## config.mk

```make
export PLATFORM = sky130hd
export DESIGN_NAME = cbs_tx_flat
export DESIGN_NICKNAME = d
export VERILOG_FILES = /design/src/cbs_pkg.sv /design/src/cbs_link_if.sv /design/src/cbs_tx.sv /design/src/flat_wrapper.sv
export SDC_FILE = /design/constraint.sdc
export NUM_CORES = 1
export LEC_CHECK = 0
export BUFFER_PORTS_ARGS = -buffer_cell sky130_fd_sc_hd__buf_2
export CAP_MARGIN = 20
export CELL_PAD_IN_SITES_DETAIL_PLACEMENT = 0
export CELL_PAD_IN_SITES_GLOBAL_PLACEMENT = 1
export CORE_MARGIN = 5
export CORE_UTILIZATION = 30
export CTS_CLUSTER_SIZE = 10
export DETAILED_ROUTE_END_ITERATION = 7
export PLACE_DENSITY_LB_ADDON = 0.1
export SYNTH_ARGS = -nofsm -noshare
export SYNTH_HDL_FRONTEND = slang
export SYNTH_SLANG_ARGS = --single-unit
```

## constraint.sdc

```tcl
create_clock -name ref_clk -period 4.36 [get_ports ref_clk]
set_input_delay 0.218 -clock ref_clk [delete_from_list [all_inputs] [get_ports ref_clk]]
set_output_delay 0.218 -clock ref_clk [all_outputs]
set_load 0.1 [all_outputs]
```

## src/cbs_pkg.sv

```systemverilog
`default_nettype none
package cbs_pkg;
    localparam int unsigned RUN_LIMIT = 5;
    localparam int unsigned ERR_RUN = 6;
    localparam int unsigned ERR_FLAG_LEN = 6;
    localparam int unsigned ID_W = 11;
    localparam int unsigned BIT_DIV = 16;
    localparam int unsigned DIV_W = 4;
    localparam logic [DIV_W-1:0] DIV_LAST = 4'(BIT_DIV - 1);
    localparam logic [2:0] RUN_ONE = 3'h1;
    localparam logic [2:0] RUN_STUFF = 3'(RUN_LIMIT);
    localparam logic [2:0] RUN_ERR = 3'(ERR_RUN);
    localparam logic [2:0] FLAG_LAST = 3'(ERR_FLAG_LEN - 1);
    localparam logic DOMINANT = 1'b0;
    localparam logic RECESSIVE = 1'b1;
endpackage : cbs_pkg
`default_nettype wire

```

## src/cbs_link_if.sv

```systemverilog
`default_nettype none
interface cbs_link_if;
    logic bitEn;
    logic canBit;
    logic stuffed;
    modport tx (output bitEn, output canBit, output stuffed);
    modport rx (input bitEn, input canBit, input stuffed);
endinterface : cbs_link_if
`default_nettype wire

```

## src/cbs_tx.sv

```systemverilog
`default_nettype none
// Contract
// - insert opposite bit after five equal bits
// - receiver removes every stuff bit
// - CRC delimiter, ACK, EOF not stuffed
// - six equal stuffed bits is error
// - error flag is six dominant bits
// - standard frames with 11-bit identifiers
module cbs_tx
    import cbs_pkg::*;
(
    input wire logic ref_clk,
    input wire logic rst,
    input wire logic dataBit,
    input wire logic dataStuffed,
    input wire logic sendErrFlag,
    output logic dataTake,
    cbs_link_if.tx link
);
    import cbs_pkg::*;
    // frame content (11-bit identifier, standard format) is built upstream
    typedef enum logic [1:0] {
        ST_DATA = 2'b00,
        ST_STUFF = 2'b01,
        ST_FLAG = 2'b10
    } cbs_state_t;

    cbs_state_t state_r, state_nxt;
    logic [DIV_W-1:0] div_r, div_nxt;
    logic bitEn_r, bitEn_nxt;
    logic canBit_r, canBit_nxt;
    logic stuffed_r, stuffed_nxt;
    logic take_r, take_nxt;
    logic [2:0] run_r, run_nxt;
    logic [2:0] flagCnt_r, flagCnt_nxt;

    always_comb begin
        div_nxt = (div_r == DIV_LAST) ? '0 : div_r + 1'b1;
        bitEn_nxt = (div_r == DIV_LAST);
        state_nxt = state_r;
        canBit_nxt = canBit_r;
        stuffed_nxt = stuffed_r;
        take_nxt = 1'b0;
        run_nxt = run_r;
        flagCnt_nxt = flagCnt_r;
        if (div_r == DIV_LAST) begin
            unique case (state_r)
                ST_DATA: begin
                    if (sendErrFlag) begin
                        // flag breaks stuffing on purpose
                        state_nxt = ST_FLAG;
                        canBit_nxt = DOMINANT;
                        stuffed_nxt = 1'b1;
                        flagCnt_nxt = 3'h0;
                        run_nxt = 3'h0;
                    end else begin
                        take_nxt = 1'b1;
                        canBit_nxt = dataBit;
                        stuffed_nxt = dataStuffed;
                        if (!dataStuffed) begin
                            run_nxt = 3'h0;
                        end else if (dataBit == canBit_r && run_r != 3'h0) begin
                            run_nxt = run_r + 3'h1;
                        end else begin
                            run_nxt = RUN_ONE;
                        end
                        if (dataStuffed && run_nxt == RUN_STUFF) begin
                            state_nxt = ST_STUFF;
                        end
                    end
                end
                ST_STUFF: begin
                    canBit_nxt = ~canBit_r;
                    stuffed_nxt = 1'b1;
                    run_nxt = RUN_ONE;
                    state_nxt = ST_DATA;
                end
                ST_FLAG: begin
                    if (flagCnt_r == FLAG_LAST - 3'h1) begin
                        state_nxt = ST_DATA;
                    end
                    flagCnt_nxt = flagCnt_r + 3'h1;
                    canBit_nxt = DOMINANT;
                end
                default: state_nxt = ST_DATA;
            endcase
        end
    end

    always_ff @(posedge ref_clk) begin
        if (rst) begin
            state_r <= ST_DATA;
            div_r <= '0;
            bitEn_r <= 1'b0;
            canBit_r <= RECESSIVE;
            stuffed_r <= 1'b0;
            take_r <= 1'b0;
            run_r <= 3'h0;
            flagCnt_r <= 3'h0;
        end else begin
            state_r <= state_nxt;
            div_r <= div_nxt;
            bitEn_r <= bitEn_nxt;
            canBit_r <= canBit_nxt;
            stuffed_r <= stuffed_nxt;
            take_r <= take_nxt;
            run_r <= run_nxt;
            flagCnt_r <= flagCnt_nxt;
        end
    end

    assign dataTake = take_r;
    assign link.bitEn = bitEn_r;
    assign link.canBit = canBit_r;
    assign link.stuffed = stuffed_r;
endmodule : cbs_tx
`default_nettype wire
```

## src/flat_wrapper.sv

```systemverilog
// flat-port wrapper written by rule: the top's interface ports become plain ports
module cbs_tx_flat import cbs_pkg::*;
  (ref_clk, rst, dataBit, dataStuffed, sendErrFlag, dataTake, link_bitEn, link_canBit, link_stuffed);
  cbs_link_if link_i ();
  input wire logic ref_clk;
  input wire logic rst;
  input wire logic dataBit;
  input wire logic dataStuffed;
  input wire logic sendErrFlag;
  output logic dataTake;
  output wire logic [$bits(link_i.bitEn)-1:0] link_bitEn;
  output wire logic [$bits(link_i.canBit)-1:0] link_canBit;
  output wire logic [$bits(link_i.stuffed)-1:0] link_stuffed;
  assign link_bitEn = link_i.bitEn;
  assign link_canBit = link_i.canBit;
  assign link_stuffed = link_i.stuffed;
  cbs_tx u_core (.ref_clk(ref_clk), .rst(rst), .dataBit(dataBit), .dataStuffed(dataStuffed), .sendErrFlag(sendErrFlag), .dataTake(dataTake), .link(link_i));
endmodule
```

# --- After elaboration in Yosys (flattened, before gate mapping) ---
# Index checks and enable logic that the tools add are counted.
totals:
  register_bits: 16
  inputBits: 5
  out_inout_bits: 4
  wordCells: 54
op_classes:
  n_addsub: 3
  eq_ne: 9
  n_mux: 18
  n_bitwise: 3
  reduce_logical: 13
ops:
  columns: ["cell", "n"]
  rows:
  - ["2-to-1 mux 3 bit", 7]
  - ["case mux 3 bit (2 select lines)", 2]
  - ["adder 3 x 1 -> 3 bit, second input constant", 2]
  - ["equality test 3 bit, second input constant", 2]
  - ["2-to-1 mux 2 bit", 3]
  - ["AND reduction 3 bit", 2]
  - ["nonzero test 3 bit", 2]
  - ["adder 4 x 1 -> 4 bit, second input constant", 1]
  - ["equality test 4 bit, second input constant", 1]
  - ["case mux 2 bit (2 select lines)", 1]
  - ["AND reduction 2 bit", 2]
  - ["nonzero test 2 bit", 2]
  - ["2-to-1 mux 1 bit", 3]
  - ["inequality test 3 x 2 -> 1 bit, second input constant", 1]
  - ["inverter 1 bit", 3]
  - ["case mux 1 bit (3 select lines)", 1]
  - ["OR reduction 3 bit", 1]
  - ["equality test 2 x 1 -> 1 bit, second input constant", 1]
  - ["equality test 2 bit, second input constant", 1]
  - ["logical AND 1 bit", 2]
  - ["logical NOT 2 bit", 1]
  - ["inequality test 2 x 1 -> 1 bit, second input constant", 1]
  - ["inequality test 2 bit, second input constant", 1]
  - ["case mux 1 bit (2 select lines)", 1]
  - ["2 further kinds", 2]

# --- Depth between registers and ports, before layout ---
depth:
  ltp_word: 12
  mapped_depth: 6
  mapped_depth_nobuf: 6

# --- Least setup slack after synthesis ---
# Ideal clock, no wire load.
synth_path:
  kind: "register to register"
  start: "reg u_core.canBit_r, in the netlist u_core.link.canBit"
  end: "reg u_core.state_r[1]"
  setup_ns: 0.086
  arrival_ns: 1.749
  required_ns: 4.274
  slack_ns: 2.525
  stages_incl_launch_ff: 5
  n_path_buf: 0
  synth_period_minus_slack_ns: 1.835
  cell_sequence: "dfxtp_1 -> xnor2_1 -> and2_1 -> a31o_1 -> a221oi_2"
synth_via:
  elab_chain_cells: 11
synth_rtl:
  columns: ["item", "line", "text"]
  rows:
  - ["from (decl)", "cbs_tx.sv:31", "logic canBit_r, canBit_nxt;"]
  - ["from (signal assigned)", "cbs_tx.sv:104", "canBit_r <= canBit_nxt;"]
  - ["equality test 1 bit", "cbs_tx.sv:62", "end else if (dataBit == canBit_r && run_r != 3'h0) begin"]
  - ["logical AND 1 bit", "cbs_tx.sv:62", null]
  - ["2-to-1 mux 3 bit", "cbs_tx.sv:62", null]
  - ["2-to-1 mux 3 bit", "cbs_tx.sv:60", "if (!dataStuffed) begin"]
  - ["2-to-1 mux 3 bit", "cbs_tx.sv:49", "if (sendErrFlag) begin"]
  - ["2-to-1 mux 3 bit", "cbs_tx.sv:47", "unique case (state_r)"]
  - ["2-to-1 mux 3 bit", "cbs_tx.sv:46", "if (div_r == DIV_LAST) begin"]
  - ["equality test 3 bit", "cbs_tx.sv:67", "if (dataStuffed && run_nxt == RUN_STUFF) begin"]
  - ["logical AND 1 bit", "cbs_tx.sv:67", null]
  - ["inequality test 3 x 2 -> 1 bit (no line)", null, null]
  - ["AND reduction 3 bit (no line)", null, null]
  - ["to (signal assigned)", "cbs_tx.sv:101", "state_r <= state_nxt;"]
  - ["to (decl)", "cbs_tx.sv:28", "cbs_state_t state_r, state_nxt;"]
# No other way between the ends. The select of a mux whose other input is x is not followed.
# A chain may end at the register's enable or synchronous reset.

# --- Worst setup path after layout ---
layout_path:
  start: "reg u_core.div_r[0]"
  end: "reg u_core.run_r[0]"
layout_via:
  elab_chain_cells: 2
layout_rtl:
  columns: ["item", "line", "text"]
  rows:
  - ["from (decl)", "cbs_tx.sv:29", "logic [DIV_W-1:0] div_r, div_nxt;"]
  - ["from (signal assigned)", "cbs_tx.sv:102", "div_r <= div_nxt;"]
  - ["equality test 4 bit", "cbs_tx.sv:46", null]
  - ["AND reduction 2 bit (no line)", null, null]
  - ["to (signal assigned)", "cbs_tx.sv:107", "run_r <= run_nxt;"]
  - ["to (decl)", "cbs_tx.sv:34", "logic [2:0] run_r, run_nxt;"]
# No other way between the ends.

==> tab_implementation.tex <==
\begin{tabular}{lr}
\hline
Metric & Value \\
\hline
\multicolumn{2}{l}{\textbf{Placed design}} \\
Port Buf Inserts & 8 \\
RePlAce Congestion & 0.709 \\
HPWL after DPL & approximately 1.4 mm \\
Placed instance count & roughly 130 \\
Placed cell areas & $\sim$940 µm² \\
Pre-CTS setup slack & around 2.8 ns \\
\multicolumn{2}{l}{\textbf{Detailed routing}} \\
Total iterations of the first detailed-routing run & 4 \\
Remaining DRCs & 0 \\
Average vias per placed instance & 5.24 \\
Total number of vias & 718 \\
DRT antenna net count & 0 \\
Aggregate routed wire length & around 1.9 mm \\
DR WL/cell & 13.8 µm \\
DRC marker count from the first detailed-route iteration & 17 \\
\multicolumn{2}{l}{\textbf{Synth}} \\
Number of storage elements in the synthesis netlist & 16 \\
Count leader, synth & sky130\_fd\_sc\_hd\_\_dfxtp\_1 \\
Area of the mapped netlist & 875 µm² \\
Asr flop ratio synth & 0\% \\
Mean post-synth cell area & between 9 and 10 µm² \\
Synth warnings & 0 \\
Top-area cell type share of the netlist area & a little over a third \\
Distinct cell type count of the synthesized netlist & 36 \\
Most instantiated flip-flop cell in the synthesis netlist & sky130\_fd\_sc\_hd\_\_dfxtp\_1 \\
Top post-synthesis cells by count & sky130\_fd\_sc\_hd\_\_dfxtp\_1 (16), sky130\_fd\_sc\_hd\_\_inv\_1 (11), sky130\_fd\_sc\_hd\_\_ha\_1 (9), sky130\_fd\_sc\_hd\_\_nor2\_1 (8), sky130\_fd\_sc\_hd\_\_a21oi\_1 (5) \\
Sequential share of the synthesized area & approximately 37\% \\
Count of flip-flops with a built-in enable after synthesis & 0 \\
Synthesized instance count & 96 \\
Cell type contributing the most total cell area after synthesis & sky130\_fd\_sc\_hd\_\_dfxtp\_1 \\
Post-synth net total & 110 \\
Ranking of synthesized cells by area & sky130\_fd\_sc\_hd\_\_dfxtp\_1 (37\%), sky130\_fd\_sc\_hd\_\_ha\_1 (13\%), sky130\_fd\_sc\_hd\_\_inv\_1 (4.7\%) \\
\multicolumn{2}{l}{\textbf{Critical path}} \\
Maximum single-stage delay on the critical path & 0.39 ns \\
Nature of the critical path endpoint & flop \\
Cell with the largest stage delay on the worst path & sky130\_fd\_sc\_hd\_\_dfxtp\_1 \\
Internal reg-to-reg setup slack & approximately 2.8 ns \\
CP Max Fanout & 6 \\
Arrival time of data at the critical path endpoint & 1.76 ns \\
Setup Crit Path Kind & reg -> reg \\
Category of the worst setup path launch point & flop \\
Data required time at the worst endpoint & 4.53 ns \\
Worst path cell trace & ha\_1, and3\_1, o21ai\_0, nor3\_1, a211oi\_1 \\
\multicolumn{2}{l}{\textbf{Floorplan}} \\
Site Rows & 19 \\
Area of the core region & around 2800 µm² \\
Initial Util & a little under a third \\
Horizontal die dimension & 64.0 µm \\
DIE AREA & between 4000 and 5000 µm² \\
Number of top-level pins & 9 \\
Vert. Die Dim & roughly 64 µm \\
\multicolumn{2}{l}{\textbf{Pwr}} \\
Leakage Power & between 0.3 and 0.4 nW \\
Power per Cell Area & $\sim$290 nW/µm² \\
PnR Total Power & 279 µW \\
Largest vdd supply drop & $\sim$0.00014 V \\
\multicolumn{2}{l}{\textbf{Cells and area}} \\
Share of cells above drive strength 1 & 16.0\% \\
Post-layout nets & approximately 120 \\
Final Instance Area & slightly below 1000 µm² \\
Number of inserted diodes & 0 \\
Final Util & a little over a third \\
Final cell count without fillers & between 100 and 150 \\
Area growth from synthesis to final layout & 11.9\% \\
\multicolumn{2}{l}{\textbf{CTS}} \\
Clock transition at the register clock pins on the worst setup and hold paths after CTS & roughly 0.1 ns \\
Worst-Skew Late Latency & $\sim$0.29 ns \\
Level count of the clock H-tree & 1 \\
CTS buffer count & 3 \\
Resized Gates After CTS & 0 \\
Clock Tree Buf Depth & 2 \\
Master cell of the clock root buffer & sky130\_fd\_sc\_hd\_\_clkbuf\_4 \\
Clock tree from TritonCTS & yes \\
Postcts setup bufs & 0 \\
Number of clock sinks & 16 \\
Hold-fix buffers at CTS & 0 \\
\multicolumn{2}{l}{\textbf{Timing}} \\
Share of the clock period used by the worst path & between 30\% and 40\% \\
Final WS setup & about 2.8 ns \\
Final setup violation count & 0 \\
Final number of max-transition violations & 0 \\
Worst-Margin Slew & approximately 0.49 ns \\
Final Skew & between 0.001 and 0.0015 ns \\
Final count of hold timing violations & 0 \\
Slew margin rel. & about two thirds \\
Worst hold margin & approximately 0.24 ns \\
Top achievable clock speed & 0.628 GHz \\
Shortest clock period the worst path allows after layout & $\sim$1.6 ns \\
Summed negative setup slack over all endpoints & 0 ns \\
Setup repair after global routing missed its margin & no \\
\multicolumn{2}{l}{\textbf{Global routing}} \\
Global-route wire length before repair & around 3.1 mm \\
Vias in the first global route & just under 700 \\
Global routing usage summed across all routing layers & a little under a tenth \\
Sum of overflow across all layers after global routing & 0 \\
Antenna violations before repair & 0 \\
Maximum number of pins on one net before global-route repair & 15 \\
\multicolumn{2}{l}{\textbf{Min path}} \\
HP Class & in -> reg \\
\multicolumn{2}{l}{\textbf{Run}} \\
Maxcap violations & 0 \\
\multicolumn{2}{l}{\textbf{Outcome}} \\
Outcome & finished, final reports clean \\
\hline
\end{tabular}
-- final cells by class --
class                      instances  area, µm²
clock buffer                       4       36.3
timing repair buffer               8       40.0
inverter                          11       41.3
fill                             290       1800
tap                               31       38.8
sequential                        16        320
multi-input combinational         67        502
-- critical path, delay by kind of cell (launching register included) --
kind	cells	cell delay, ns
simple gates	2	0.54
flops	1	0.39
compound gates	2	0.27
fa+ha+maj	1	0.28
-- placed cells by master (no fill, tap or decap), types with 2 or more instances in the layout --
cell type	count
sky130_fd_sc_hd__and3_1	2
sky130_fd_sc_hd__ha_1	9
sky130_fd_sc_hd__nor2_1	8
sky130_fd_sc_hd__nand3_1	2
sky130_fd_sc_hd__nand4_1	2
sky130_fd_sc_hd__a31oi_1	2
sky130_fd_sc_hd__clkbuf_4	3
sky130_fd_sc_hd__a21oi_1	5
sky130_fd_sc_hd__nand4b_1	2
sky130_fd_sc_hd__buf_2	8
sky130_fd_sc_hd__a311oi_1	2
sky130_fd_sc_hd__dfxtp_1	16
sky130_fd_sc_hd__inv_1	11
sky130_fd_sc_hd__nand2b_1	2
sky130_fd_sc_hd__nor3_1	3
sky130_fd_sc_hd__xnor2_1	2
sky130_fd_sc_hd__o21ai_0	3
sky130_fd_sc_hd__and2_1	2
sky130_fd_sc_hd__nor3b_1	2
sky130_fd_sc_hd__nand2_1	3
-- final timing paths --
kind | start | endpoint | depth (start not counted)
setup / recovery | u_core.div_r[0]$_SDFF_PP0_ | u_core.run_r[0]$_SDFFE_PP0P_ | 5
hold / removal | dataStuffed | u_core.link.stuffed$_SDFFE_PP0P_ | 3
setup reg to reg | u_core.div_r[0]$_SDFF_PP0_ | u_core.run_r[0]$_SDFFE_PP0P_ | 5
hold reg to reg | u_core.flagCnt_r[0]$_SDFFE_PP0P_ | u_core.flagCnt_r[0]$_SDFFE_PP0P_ | 2
-- sequential cells by signal, summed over array words and instances (netlist names) --
register,flops
u_core.dataTake,1
u_core.div_r,4
u_core.link.stuffed,1
u_core.state_r,2
u_core.link.canBit,1
u_core.run_r,3
u_core.link.bitEn,1
u_core.flagCnt_r,3
-- kinds of logic (layout without fill, tap and decap cells) --
| logic type | count (synthesis) | count (layout) | share of synthesized area [%] |
|---|---|---|---|
| AO/OA/AOI/OAI | 22 | 22 | 19.0 |
| XOR/XNOR | 2 | 2 | 2.00 |
| AND/OR/NAND/NOR | 33 | 33 | 22.3 |
| multiplexers | 1 | 1 | 1.14 |
| adder cells (fa/ha/maj) | 9 | 9 | 12.9 |
| buffers and inverters | 13 | 23 | 6.01 |
| flip-flops | 16 | 16 | 36.6 |
-- report_power, final --
group | internal [mW] | total [mW] | switching, mW
clock network | 0.0509 | 0.102 | 0.0514
logic | 0.00979 | 0.0242 | 0.0145
registers | 0.149 | 0.153 | 0.00356
-- routing by layer --
metal	up-vias	global-route usage (%)	part of all wire, %
li1	363	-	-
met1	335	11.9	48
met2	18	15.2	46
met3	2	2.45	5.5
met4	0	4.68	0.95
met5	-	0	0
(Power assumes the default switching activity.)
